`src/design/wpug_pkg.sv`:
```
// constants, types and register map of the write-protect and user-mode guard
package wpug_pkg;
  localparam int PHYS_W = 20;
  localparam int REG_AW = 16;
  localparam int PERIPH_W = 3;
  localparam int NUM_EVT = 3;
  // register offsets
  localparam logic [15:0] OFS_DUAL = 16'h0420;
  localparam logic [15:0] OFS_WPMODE = 16'h0440;
  localparam logic [15:0] OFS_MASKLO = 16'h0460;
  localparam logic [15:0] OFS_MASKHI = 16'h0461;
  localparam logic [15:0] OFS_SEGA = 16'h0480;
  localparam logic [15:0] OFS_SEGB = 16'h0484;
  localparam logic [15:0] OFS_USEREN = 16'h04e0;
  localparam logic [15:0] OFS_STAT = 16'h04f8;
  localparam logic [15:0] OFS_IMASK = 16'h04f9;
  localparam logic [15:0] OFS_STATE = 16'h04fa;
  // segment register layout: +0 block select, +1 low subs, +2 high subs
  localparam logic [1:0] SEG_SEL = 2'h0;
  localparam logic [1:0] SEG_LO = 2'h1;
  localparam logic [1:0] SEG_HI = 2'h2;
  // field positions
  localparam int BIT_WPALL = 0;
  localparam int BIT_DUAL = 0;
  localparam int BIT_USEREN = 0;
  localparam int EVT_WP = 0;
  localparam int EVT_SYS = 1;
  localparam int EVT_STK = 2;
  // reset values
  localparam logic [7:0] RST_BYTE = 8'h00;
  localparam logic [3:0] RST_SEGSEL = 4'h0;
  // interrupt vectors
  localparam logic [7:0] VEC_WP = 8'h90;
  localparam logic [7:0] VEC_SYS = 8'h80;
  localparam logic [7:0] VEC_STK = 8'hb0;
  localparam logic VSEL_WP = 1'b0;
  localparam logic VSEL_SYS = 1'b1;
  localparam logic VSEL_STK = 1'b1;
  // interrupt levels
  localparam logic [1:0] WP_IRQ_LEVEL = 2'h3;
  localparam logic [1:0] USER_PRI_MAX = 2'h1;

  typedef struct packed {
    logic valid;
    logic [PHYS_W-1:0] addr;
    logic [7:0] data;
  } wpug_wr_t;

  typedef struct packed {
    logic valid;
    logic [PERIPH_W-1:0] periph;
  } wpug_io_t;

  typedef struct packed {
    logic valid;
    logic [PERIPH_W-1:0] periph;
    logic [1:0] pri;
  } wpug_irq_t;
endpackage : wpug_pkg

```
`src/design/wpug_guard.sv`:
```
// write protection and system/user privilege guard
//
// Local design decision: strobed register access.
`timescale 1ns/1ps
module wpug_guard #(
  parameter int NUM_PERIPH = 8
) (
  input wire logic ref_clk,
  input wire logic sys_rst,
  input wire logic [wpug_pkg::REG_AW-1:0] regAddr,
  input wire logic [7:0] regWrData,
  input wire logic regWrStb,
  input wire logic regRdStb,
  output logic [7:0] regRdData,
  input wire logic [7:0] vecBase,
  input wire wpug_pkg::wpug_wr_t cpuWr,
  output wpug_pkg::wpug_wr_t memWr,
  input wire logic enterUser,
  input wire logic intEntry,
  input wire logic privInstr,
  input wire logic stackViol,
  input wire wpug_pkg::wpug_io_t ioReq,
  output logic ioGrant,
  input wire wpug_pkg::wpug_irq_t irqIn,
  output wpug_pkg::wpug_irq_t irqOut,
  output logic userMode,
  output logic violIrq,
  output logic [1:0] violPri,
  output logic [15:0] violVector
);
  import wpug_pkg::*;

  // refuse peripheral counts that the index field cannot serve
  if (NUM_PERIPH < 1 || NUM_PERIPH > (1 << PERIPH_W)) begin : gBadPeriph
    $error("NUM_PERIPH out of range");
  end

  logic dualEn_r;
  logic wpAll_r;
  logic [15:0] blkMask_r;
  logic [3:0] segSel_r [2];
  logic [15:0] segMask_r [2];
  logic [NUM_PERIPH-1:0] userEn_r;
  logic [NUM_EVT-1:0] stat_r;
  logic [NUM_EVT-1:0] stat_nxt;
  logic [NUM_EVT-1:0] imask_r;
  logic [NUM_EVT-1:0] imask_nxt;
  logic userMode_r;
  logic [7:0] rd_nxt;
  logic effUser;
  logic regWr;
  logic [3:0] blk;
  logic [3:0] sub;
  logic wpHit;
  logic wpApply;
  logic wrBlocked;
  logic ioOk;
  logic ioDeny;
  logic sysEvt;
  logic [NUM_EVT-1:0] pend;
  logic irqUserEn;
  logic [6:0] vecHi;

  // privilege only counts once dual mode is on
  assign effUser = userMode_r & dualEn_r;
  // user code cannot touch the guard registers
  assign regWr = regWrStb & ~effUser;

  // block and sub-block hit on the physical address
  assign blk = cpuWr.addr[19:16];
  assign sub = cpuWr.addr[15:12];
  assign wpHit = blkMask_r[blk]
    | ((blk == segSel_r[0]) & segMask_r[0][sub])
    | ((blk == segSel_r[1]) & segMask_r[1][sub]);
  assign wpApply = wpAll_r | effUser;
  assign wrBlocked = cpuWr.valid & wpHit & wpApply;

  // peripheral access gate
  assign ioOk = ~effUser | ((ioReq.periph < NUM_PERIPH) & userEn_r[ioReq.periph]);
  assign ioDeny = ioReq.valid & ~ioOk;
  assign sysEvt = ioDeny | (effUser & (regWrStb | privInstr));
  assign irqUserEn = (irqIn.periph < NUM_PERIPH) & userEn_r[irqIn.periph];

  // vector base bits shared by every violation vector
  assign vecHi = vecBase[7:1];

  // dual mode and protection mode control
  always_ff @(posedge ref_clk) begin
    if (sys_rst) begin
      dualEn_r <= 1'b0;
      wpAll_r <= 1'b0;
    end else if (regWr) begin
      if (regAddr == OFS_DUAL) begin
        dualEn_r <= regWrData[BIT_DUAL];
      end
      if (regAddr == OFS_WPMODE) begin
        wpAll_r <= regWrData[BIT_WPALL];
      end
    end
  end

  // block masks and sub-block segments
  always_ff @(posedge ref_clk) begin
    if (sys_rst) begin
      blkMask_r <= {RST_BYTE, RST_BYTE};
      segSel_r[0] <= RST_SEGSEL;
      segSel_r[1] <= RST_SEGSEL;
      segMask_r[0] <= {RST_BYTE, RST_BYTE};
      segMask_r[1] <= {RST_BYTE, RST_BYTE};
    end else if (regWr) begin
      if (regAddr == OFS_MASKLO) begin
        blkMask_r[7:0] <= regWrData;
      end
      if (regAddr == OFS_MASKHI) begin
        blkMask_r[15:8] <= regWrData;
      end
      for (int s = 0; s < 2; s++) begin
        if (regAddr[15:2] == ((s == 0) ? OFS_SEGA[15:2] : OFS_SEGB[15:2])) begin
          case (regAddr[1:0])
            SEG_SEL: segSel_r[s] <= regWrData[3:0];
            SEG_LO: segMask_r[s][7:0] <= regWrData;
            SEG_HI: segMask_r[s][15:8] <= regWrData;
            default: ;
          endcase
        end
      end
    end
  end

  // one user-enable register per peripheral
  genvar gi;
  generate
    for (gi = 0; gi < NUM_PERIPH; gi++) begin : gUserEn
      always_ff @(posedge ref_clk) begin
        if (sys_rst) begin
          userEn_r[gi] <= 1'b0;
        end else if (regWr && regAddr == OFS_USEREN + 16'(gi)) begin
          userEn_r[gi] <= regWrData[BIT_USEREN];
        end
      end
    end
  endgenerate

  // privilege state
  always_ff @(posedge ref_clk) begin
    if (sys_rst) begin
      userMode_r <= 1'b0;
    end else if (intEntry || !dualEn_r) begin
      userMode_r <= 1'b0;
    end else if (enterUser) begin
      userMode_r <= 1'b1;
    end
  end

  // sticky events, set beats write-one-clear
  always_comb begin
    stat_nxt = stat_r;
    if (regWr && regAddr == OFS_STAT) begin
      stat_nxt = stat_r & ~regWrData[NUM_EVT-1:0];
    end
    stat_nxt[EVT_WP] = stat_nxt[EVT_WP] | wrBlocked;
    stat_nxt[EVT_SYS] = stat_nxt[EVT_SYS] | sysEvt;
    stat_nxt[EVT_STK] = stat_nxt[EVT_STK] | stackViol;
  end

  // mask next value, so the irq level follows a mask write at once
  always_comb begin
    imask_nxt = imask_r;
    if (regWr && regAddr == OFS_IMASK) begin
      imask_nxt = regWrData[NUM_EVT-1:0];
    end
  end

  always_ff @(posedge ref_clk) begin
    if (sys_rst) begin
      stat_r <= '0;
      imask_r <= '0;
    end else begin
      stat_r <= stat_nxt;
      imask_r <= imask_nxt;
    end
  end

  // interrupt output and vector of the highest pending event
  assign pend = stat_r & imask_r;
  always_ff @(posedge ref_clk) begin
    if (sys_rst) begin
      violIrq <= 1'b0;
      violPri <= 2'h0;
      violVector <= 16'h0000;
    end else begin
      violIrq <= |(stat_nxt & imask_nxt);
      violPri <= pend[EVT_WP] ? WP_IRQ_LEVEL : 2'h0;
      if (pend[EVT_WP]) begin
        violVector <= {vecBase[7:1], VSEL_WP, VEC_WP};
      end else if (pend[EVT_SYS]) begin
        violVector <= {vecBase[7:1], VSEL_SYS, VEC_SYS};
      end else if (pend[EVT_STK]) begin
        violVector <= {vecBase[7:1], VSEL_STK, VEC_STK};
      end
    end
  end

  // memory write pass-through with suppression
  always_ff @(posedge ref_clk) begin
    if (sys_rst) begin
      memWr <= '0;
    end else begin
      memWr.valid <= cpuWr.valid & ~wrBlocked;
      memWr.addr <= cpuWr.addr;
      memWr.data <= cpuWr.data;
    end
  end

  // peripheral grant and interrupt level clamp
  always_ff @(posedge ref_clk) begin
    if (sys_rst) begin
      ioGrant <= 1'b0;
      irqOut <= '0;
      userMode <= 1'b0;
    end else begin
      ioGrant <= ioReq.valid & ioOk;
      irqOut.valid <= irqIn.valid;
      irqOut.periph <= irqIn.periph;
      irqOut.pri <= (irqUserEn && irqIn.pri > USER_PRI_MAX) ? USER_PRI_MAX : irqIn.pri;
      userMode <= userMode_r & dualEn_r;
    end
  end

  // register read, data in the next cycle
  always_comb begin
    rd_nxt = 8'h00;
    case (regAddr)
      OFS_STAT: rd_nxt = {5'h00, stat_r};
      OFS_IMASK: rd_nxt = {5'h00, imask_r};
      OFS_STATE: rd_nxt = {6'h00, wpAll_r, effUser};
      default: rd_nxt = 8'h00;
    endcase
  end

  always_ff @(posedge ref_clk) begin
    if (sys_rst) begin
      regRdData <= 8'h00;
    end else begin
      regRdData <= regRdStb ? rd_nxt : 8'h00;
    end
  end
endmodule : wpug_guard

```
`config.mk`:
```
export PLATFORM = sky130hd
export DESIGN_NAME = wpug_guard
export DESIGN_NICKNAME = d
export VERILOG_FILES = /design/src/design/wpug_pkg.sv /design/src/design/wpug_guard.sv
export SDC_FILE = /design/constraint.sdc
export NUM_CORES = 1
export LEC_CHECK = 0
export CORE_UTILIZATION = 40
export CTS_CLUSTER_DIAMETER = 100
export DETAILED_ROUTE_END_ITERATION = 10
export DONT_BUFFER_PORTS = 1
export PLACE_DENSITY = 0.59
export REMOVE_ABC_BUFFERS = 1
export SYNTH_ARGS = -nofsm -noshare
export SYNTH_HDL_FRONTEND = slang
export SYNTH_SLANG_ARGS = --single-unit
export TNS_END_PERCENT = 1
```
`constraint.sdc`:
```
create_clock -name ref_clk -period 5.6 [get_ports ref_clk]
set_clock_uncertainty 0.1 [all_clocks]
set_input_delay 1.12 -clock ref_clk [delete_from_list [all_inputs] [get_ports ref_clk]]
set_output_delay 1.12 -clock ref_clk [all_outputs]
set_load 0.05 [all_outputs]
```
Word level (Yosys, flattened, before mapping) --
Memory sizes are Yosys's and may differ from the RTL's. Cells that the tools add are included.
Cells by class: eq/ne operators 21, reduce and logical (&&, ||, !) cells 26, bitwise gates (word level) 33, magnitude comparators 5, mux-type cells 53
Operators by type and width (count):
- equality test 16 x 11 -> 1 bit, second input constant | 15
- two-way mux 16 bit | 3
- two-way mux 1 bit | 35
- two-way mux 8 bit | 4
- equality test 14 x 9 -> 1 bit, second input constant | 2
- bitwise OR 1 bit | 15
- binary-select mux 1 bit (select 4 bit) | 3
- logical AND 1 bit | 11
- bitwise AND 1 bit | 10
- < comparator 4 x 5 -> 1 bit, second input constant | 2
- bitwise AND 3 bit | 3
- case mux 3 bit (3 select lines) | 1
- equality test 4 bit | 2
- < comparator 3 x 4 -> 1 bit, second input constant | 2
- two-way mux 4 bit | 2
- AND reduction 2 bit | 4
- OR reduction 2 bit | 4
- binary-select mux 1 bit (select 3 bit) | 2
- two-way mux 3 bit | 2
- OR reduction 3 bit | 2
- NOT 1 bit | 4
- NOT 3 bit | 1
- nonzero test 3 bit | 1
- equality test 2 x 1 -> 1 bit, second input constant | 1
- other kinds (7) | 7
Storage, ports and cells: register bits after elaboration 92, output and inout bits 64, memories 2, bits in writable memories 40
Memory list:
- segMask_r | words 2, bits a word 16, read ports 2, clocked after memory_dff 0, wr ports 2, RTL line wpug_guard.sv:42 | logic [15:0] segMask_r [2];
- segSel_r | words 2, bits a word 4, read ports 2, clocked after memory_dff 0, wr ports 2, RTL line wpug_guard.sv:41 | logic [3:0] segSel_r [2];

Logic depth before layout (Yosys ltp) --
Gate-level depths: netlist (run 1). An unclocked memory read counts as a cell.
depth in word-level cells 11, gate-level depth with buffers 8

Worst setup path after synthesis (run 1) --
No wires, ideal clock.
path type input to register, start in regAddr[9] (netlist bit), end mem segMask_r[1][0], enable pin, buffers on the path 1, data required time 5.116 ns, arrival time 3.439 ns, slack 1.677 ns, cell stages on the path 7, setup time 0.384 ns, path through or4_4 > or3_1 > or4b_1 > buf_6 > inv_2 > nand2_1 > o21ai_0
RTL lines:
- start: declaration | RTL line wpug_guard.sv:10 | input wire logic [wpug_pkg::REG_AW-1:0] regAddr,
- end: declaration | RTL line wpug_guard.sv:42

==> results.cfg, run 1 <==
[routing]
wl_per_cell_um = 17.5
drt_iter0_drc = 108
dr.pass1.iters = 4
drc = 0
routed_wirelength_um = 11100
antenna_left = 0
routed-via-count = 3266
avgViaCountPerCell = 5.13

[logic_synthesis]
ys_ff_latch = 126
synth_cells = 458
synth_flop_cell = dfxtp_1
async_flop_share = 0
synthesis.area_sq_mm = 0.00521
synth-edff-count = 40
yosys_warnings = 0
synth_cell_type_count = 57
synth_seq_area_share = 0.561
avgSynthCellArea_sq_um = 11.4

[floorplan]
start_util = 0.411
chipHeight_um = 116
ioPinCount = 143
die_area_sq_mm = 0.0135
core_sq_mm = 0.0127
rows = 41
die_x_um = 116

[clock_tree]
htreeDepth = 4
cts.sinks = 126
cts_tree = built
clock_path_buffers = 2
root_buffer = clkbuf_16
numCtsBuffers = 17
post_cts_buffers = 0
ctsResizeCount = 0
clk_transition_reported_paths_ns = 0.05
cts_hold_buf = 0
clk_latency_ns = 0.41

[sta]
setup_viol = 0
finalHoldViolations = 0
worstMarginPinSlew_ns = 1.24
rsz0062_at_grt = false
maxSlewHeadroom = 0.165
setup_tns_ns = 0
final.period_utilization = 0.707
max_freq_ghz = 0.253
fin_crit_ns = 3.96
drv_slew = 0

[pwr]
p_seq_frac = 0.495
power.switching_uw = 480
p_sw_frac = 0.231
p_comb_frac = 0.035
irDropWorstVdd_v = 0.000198
p_clk_frac = 0.470
leakagePower_uw = 0.00209
power_density_mw_per_mm2 = 357
intPower_uw = 1600

[layout]
area_growth_pct = 11.9
nFillCells = 1157
utilization = 0.460
register_area_sq_mm = 0.00292
drive_above_1_share = 0.133
n_antenna_cell = 0
nets = 532
multiInputGateArea_sq_mm = 0.00210

[run_status]
outcome = completed

[critical_path]
arrival_ns = 3.88
slowest_delay_ns = 1.09
crit_chain = or4_4 -> or3_1 -> or4b_1 -> o31ai_1
crit_family = simple AND/OR/NAND/NOR gates
crit_buf_inv = 0
required_ns = 5.52
r2r_setup_slack_ns = 3.13
cp-end-kind = flop
crit_type = in2reg
cp_slowest_cell = o31ai_1
critPathMaxFanout = 9
cp-start-kind = primary input

[global_routing]
antenna_found_initial = 0
gr-total-overflow = 0
grt_max_degree = 85
grt_pass1_wl_um = 17400
grt.total_usage = 0.178
grt_pass1_vias = 3367

[placement]
port_buffers = 0
place.gp.congestion = 0.785
dpl.hpwl_um = 7750

[job]
drv_cap = 0

[hold_path]
hold_class = reg2reg
## routing by layer
layer / track usage / wire [um] / up-vias
li1: - / - / 1586
met1: 0.206 / 4760 / 1551
met2: 0.293 / 5400 / 112
met3: 0.0685 / 762 / 17
met4: 0.0838 / 202 / 0
met5: 0 / 0 / -
## logic make-up (layout without fill, tap and decap cells)
logic type | Yosys count | in the layout | share of synthesized area
xor+xnor | 8 | 8 | 0.0134
compound gates | 43 | 43 | 0.0564
mux | 57 | 57 | 0.138
simple gates | 178 | 178 | 0.189
flops | 126 | 126 | 0.561
buf+inv | 45 | 43 | 0.0422
other cells | 1 | 10 | 0.000719
## synthesized netlist by cell type, types with 2 or more instances
master    number  area [sq um]
inv_1          8          30.0
nor3b_1        3          22.5
nor4_1         8          50.1
o21ai_0        9          45.0
xnor2_1        8          70.1
o21ai_1        3          15.0
a211oi_1       3          22.5
mux4_2        11           248
nor2b_1       35           219
or2_2          3          18.8
buf_2          2          10.0
nand2b_1       6          37.5
nor2_1        55           206
mux2i_1       38           380
edfxtp_1      40          1200
nor3_1         4          20.0
buf_4         11          82.6
o31ai_1        3          22.5
o22ai_1        4          25.0
a21oi_1        7          35.0
nand2_1       15          56.3
and3_1         2          12.5
dfxtp_1       86          1720
nand4_1        2          12.5
o211a_1        3          30.0
or3_1          4          25.0
buf_1          3          11.3
mux2_2         8          90.1
clkbuf_1      19          71.3
nand3_1        8          40.0
and2_1        21           131
## tightest hold or removal path, cell delays in order (launching register included)
cell and delay (ns):
dfxtp_1 0.32, mux2i_1 0.07, nor2_1 0.07
## layout make-up
class                           count  share of cell area
Sequential cell                   126               0.501
Multi-Input combinational cell    296               0.361
Clock buffer                       21              0.0809
Tap cell                          172              0.0369
Clock inverter                     10              0.0107
Inverter                            9             0.00579
Timing Repair Buffer                3             0.00386
## per-stage QoR
stage,cell area [sq um],hold WS (ns),cells,setup slack (ns),total power [uW]
floorplan,5060,0.354,431,1.61,1110
global placement,5300,0.369,606,1.32,1120
detailed placement,5300,0.379,606,1.20,1120
CTS,5830,0.393,637,1.60,2110
global route,5830,0.403,637,1.47,2150
finish,5830,0.389,637,1.64,2080
## path summary, 6_finish.rpt
check / depth (start not counted) / startpoint / end
worst max-delay path: 4 / regAddr[9] / segMask_r[0][8]
worst min-delay path: 2 / blkMask_r[15] / blkMask_r[15]
worst max register to register: 5 / blkMask_r[9] / violIrq
worst min register to register: 2 / blkMask_r[15] / blkMask_r[15]
## state kept, by name, indices dropped and copies added, names as in the netlist, 3 cells and up
signal,flops
blkMask_r,16
imask_r,3
irqOut,6
memWr,29
regRdData,3
segMask_r,32
segSel_r,8
stat_r,3
userEn_r,8
violVector,11
## power by group through the flow
stage	clock [uW]	sequential (uW)	combinational, uW
finish	978	1030	73.8
floorplan	0	1040	63.4
CTS	1000	1030	74.4
global route	1040	1030	80.6
detailed placement	0	1050	74.1
global placement	0	1050	73.0
## layout by cell type, fill, tap and decap left out, types with 8 or more instances in the layout
cell type and count:
inv_1 8, edfxtp_1 40, nand3_1 8, mux2i_1 38, xnor2_1 8, nand2_1 15, mux2_2 8, dfxtp_1 86
and2_1 21, mux4_2 11, nor4_1 8, nor2b_1 35, nor2_1 55, clkbuf_16 18, o21ai_0 9, conb_1 10
No activity file was read; power rests on OpenSTA's default activity.
==> run 2: changes to the inputs <==
==> constraint.sdc (replaced) <==
create_clock -name ref_clk -period 3.7 [get_ports ref_clk]
set_clock_uncertainty 0.1 [all_clocks]
set_input_delay 0.74 -clock ref_clk [delete_from_list [all_inputs] [get_ports ref_clk]]
set_output_delay 0.74 -clock ref_clk [all_outputs]
set_load 0.05 [all_outputs]
==> run 2 against run 1 <==
Effect of this change: core utilization rose by 0.66 points; non-clock buffer count rose by 6; flip-flop and latch count did not move; count of clock-buffer cells in the layout rose by 4; critical endpoint is now segMask_r[1][0]; largest power group is now clock; highest routed layer unchanged.
==> results.cfg, run 2 (synthesis gave the netlist of run 1 again) <==
[run_status]
outcome = completed

[clock_tree]
ctsResizeCount = 0
cts.sinks = 126
clk_transition_reported_paths_ns = 0.06
htreeDepth = 4
clk_latency_ns = 0.42
root_buffer = clkbuf_16
clock_path_buffers = 2
post_cts_buffers = 0
numCtsBuffers = 17
cts_hold_buf = 0
cts_tree = built

[global_routing]
antenna_found_initial = 0
grt.total_usage = 0.175
grt_max_degree = 85
grt_pass1_wl_um = 17000
grt_pass1_vias = 3246
gr-total-overflow = 0

[floorplan]
start_util = 0.411
chipHeight_um = 116
ioPinCount = 143
die_x_um = 116
core_sq_mm = 0.0127
die_area_sq_mm = 0.0135
rows = 41

[critical_path]
rr_worst_depth = 5
cp-start-kind = primary input
required_ns = 3.86
cp-end-kind = flop
r2r_setup_slack_ns = 1.26
critPathMaxFanout = 9
r2r-start = blkMask_r[15]
r2r-end = violIrq
arrival_ns = 3.13
crit_type = in2reg

[layout]
n_antenna_cell = 0
multiInputGateArea_sq_mm = 0.00210
largest_reg_flops = 32
nets = 538
final_common_cell = dfxtp_1
area_growth_pct = 13.5
drive_above_1_share = 0.144
largest_register = segMask_r
stdcell_area_sq_mm = 0.00592
final_cell_mix = dfxtp_1, nor2_1, edfxtp_1
nFillCells = 1172
utilization = 0.467
register_area_sq_mm = 0.00292
largestRegisters = segMask_r (32), memWr (29), blkMask_r (16)

[sta]
maxSlewHeadroom = 0.370
drv_slew = 0
setup_tns_ns = 0
fin_crit_ns = 2.97
setup_viol = 0
rsz0062_at_grt = false
finalHoldViolations = 0
max_freq_ghz = 0.337
worstMarginPinSlew_ns = 0.943
fin_ws_ns = 0.730
final.period_utilization = 0.803

[routing]
routed-via-count = 3274
drt_iter0_drc = 126
routed_wirelength_um = 11300
drc = 0
avgViaCountPerCell = 5.08
wl_per_cell_um = 17.5
antenna_left = 0
dr.pass1.iters = 4

[pwr]
irDropWorstVdd_v = 0.000345
leakagePower_uw = 0.00213
power_density_mw_per_mm2 = 550
totalPowerFinal_uw = 3250

[hold_path]
min_from = sys_rst
hold_class = in2reg
holdPathStages = 1
whs_endpoint = violVector[9]

[placement]
place.gp.congestion = 0.779
dpl.hpwl_um = 7710
pre_cts_slack_ns = 0.295
port_buffers = 0
placed_cell_area_sq_mm = 0.00534

[job]
drv_cap = 0
-- run 2: routing by layer --
| layer | wire length, um | global-route usage |
|---|---|---|
| met1 | 4710 | 0.201 |
| met2 | 5600 | 0.288 |
| met3 | 746 | 0.0669 |
| met4 | 210 | 0.0821 |
| met5 | 0 | 0 |
-- run 2: worst max-delay path by stage --
stage                     startpoint          endpoint  slack (ns)  cells past startpoint
after floorplan           regAddr[9]   segMask_r[0][0]        0.09                      4
after detailed placement  regAddr[9]   segMask_r[0][0]        0.30                      5
after CTS                 regAddr[9]   segMask_r[1][0]        0.72                      5
after global routing      regAddr[9]   segMask_r[0][9]        0.64                      5
after global placement    regAddr[9]  segMask_r[0][15]        0.35                      5
final                     regAddr[9]   segMask_r[1][0]        0.73                      5
-- run 2: cell type report --
cell class	count	area share
sequential	126	0.494
tap	172	0.0364
timing repair buffer	9	0.0114
multi-input combinational	296	0.356
clock inverter	7	0.00761
inverter	9	0.00571
clock buffer	25	0.0892
-- run 2: critical path, stage by stage --
cell and delay (ns):
or4_4 0.54, or3_1 0.42, or4b_1 0.70, nor3_2 0.48, and2_1 0.24
-- run 2: where the power goes --
group	internal [uW]	switching (uW)
Sequential	1470	88.6
Combinational	53.4	62.1
Clock	990	592
Total	2510	743
-- run 2: through the flow --
stage          cells  hold WS, ns
2_1_floorplan    431        0.354
3_3_place_gp     612        0.369
3_5_place_dp     612        0.382
4_1_cts          644        0.280
5_1_grt          644        0.276
6_report         644        0.292
==> run 3: changes to the inputs <==
==> constraint.sdc (replaced) <==
create_clock -name ref_clk -period 2.8 [get_ports ref_clk]
set_clock_uncertainty 0.1 [all_clocks]
set_input_delay 0.56 -clock ref_clk [delete_from_list [all_inputs] [get_ports ref_clk]]
set_output_delay 0.56 -clock ref_clk [all_outputs]
set_load 0.05 [all_outputs]
==> run 3 against run 2 <==
Effect of this change: register-to-register slack worse by 0.91 ns; core utilization up 0.99 points; flip-flop and latch count unchanged; global-route usage up 0.093 points; routed wire length down 2.0%; sequential share of layout area down 1.0 points; via count up 1.6%; cell count up 2.2%; hold slack worse by 0.18 ns; largest power group unchanged; highest routed layer unchanged.
==> results.cfg, run 3 (synthesis gave the netlist of run 1 again) <==
[layout]
final_cell_mix = dfxtp_1, nor2_1, edfxtp_1
final_common_cell = dfxtp_1
n_antenna_cell = 0
utilization = 0.477
drive_above_1_share = 0.175
nFillCells = 1162
largest_reg_flops = 32
nets = 552
fin_cells = 658
largestRegisters = segMask_r (32), memWr (29), blkMask_r (16)
stdcell_area_sq_mm = 0.00604
largest_register = segMask_r
area_growth_pct = 15.9

[routing]
routed-via-count = 3327
drc = 0
wl_per_cell_um = 16.8
routed_wirelength_um = 11000
avgViaCountPerCell = 5.06
antenna_left = 0
drt_iter0_drc = 155
dr.pass1.iters = 4

[critical_path]
crit_chain = or4_4 -> or3_1 -> or4b_1 -> buf_4 -> inv_2 -> nand2_1 -> o21ai_1 -> buf_4
arrival_ns = 2.63
critPathMaxFanout = 8
cpMostUsedCell = buf_4
cp-end-kind = flop
slowest_delay_ns = 0.52
crit_type = in2reg
required_ns = 2.82
cp-start-kind = primary input
cp_slowest_cell = or4_4

[sta]
finalHoldViolations = 0
drv_slew = 0
hold-worst-slack_ns = 0.114
setup_viol = 0
final.period_utilization = 0.934
rsz0062_at_grt = false
fin_crit_ns = 2.61
maxSlewHeadroom = 0.638
setup_tns_ns = 0
max_freq_ghz = 0.382
worstMarginPinSlew_ns = 0.530

[global_routing]
antenna_found_initial = 0
gr-total-overflow = 0
grt_pass1_wl_um = 17300
grt.total_usage = 0.176
grt_pass1_vias = 3341
grt_max_degree = 85

[hold_path]
hold_class = in2reg

[run_status]
outcome = completed

[floorplan]
ioPinCount = 143
die_x_um = 116
chipHeight_um = 116
core_sq_mm = 0.0127
die_area_sq_mm = 0.0135
start_util = 0.411
rows = 41

[pwr]
irDropWorstVdd_v = 0.000460
power_density_mw_per_mm2 = 721
leakagePower_uw = 0.00221

[placement]
placed_cell_area_sq_mm = 0.00546
dpl.hpwl_um = 7800
numPlacedInstances = 626
place.gp.congestion = 0.783
port_buffers = 0

[clock_tree]
cts.sinks = 126
cts_tree = built
post_cts_buffers = 0
root_buffer = clkbuf_16
clk_latency_ns = 0.41
clk_transition_reported_paths_ns = 0.06
clock_path_buffers = 2
htreeDepth = 4
numCtsBuffers = 17
cts_hold_buf = 0
ctsResizeCount = 0

[job]
drv_cap = 0
-- run 3: where the power goes --
part | switching [uW] | internal [uW] | leakage (uW)
combinational | 81.2 | 72.1 | 0.000834
clock | 827 | 1320 | 0.000290
sequential | 116 | 1940 | 0.00108
-- run 3: final timing paths --
path	startpoint	end	slack [ns]	depth (start not counted)
setup reg to reg	blkMask_r[12]	violIrq	0.35	5
setup / recovery	regAddr[9]	segMask_r[1][8]	0.19	8
hold reg to reg	blkMask_r[8]	blkMask_r[8]	0.39	2
hold / removal	sys_rst	violVector[11]	0.11	1
-- run 3: metrics by stage --
step / power [uW] / setup WS (ns)
3_5_place_dp: 2250 / -0.266
2_1_floorplan: 2220 / -0.628
5_1_grt: 4510 / 0.127
3_3_place_gp: 2250 / -0.261
6_report: 4360 / 0.186
4_1_cts: 4410 / 0.179
-- run 3: metal layers --
layer	GRT usage	routed length, um
met3	0.0638	726
met4	0.0795	181
met1	0.207	4750
met2	0.288	5390
met5	0	0
-- run 3: layout make-up --
cell class                 instances  area, sq um  share of cell area
sequential                       126         2920               0.484
clock buffer                      17          425              0.0704
clock inverter                    15          155              0.0257
tap                              172          215              0.0356
timing repair buffer              23          185              0.0306
multi-input combinational        296         2100               0.348
inverter                           9         33.8             0.00559
-- run 3: worst max-delay path: cells and delay by family --
family          cells  cell delay, ns
compound gates      1            0.16
buf+inv             3            0.42
simple gates        4            1.49
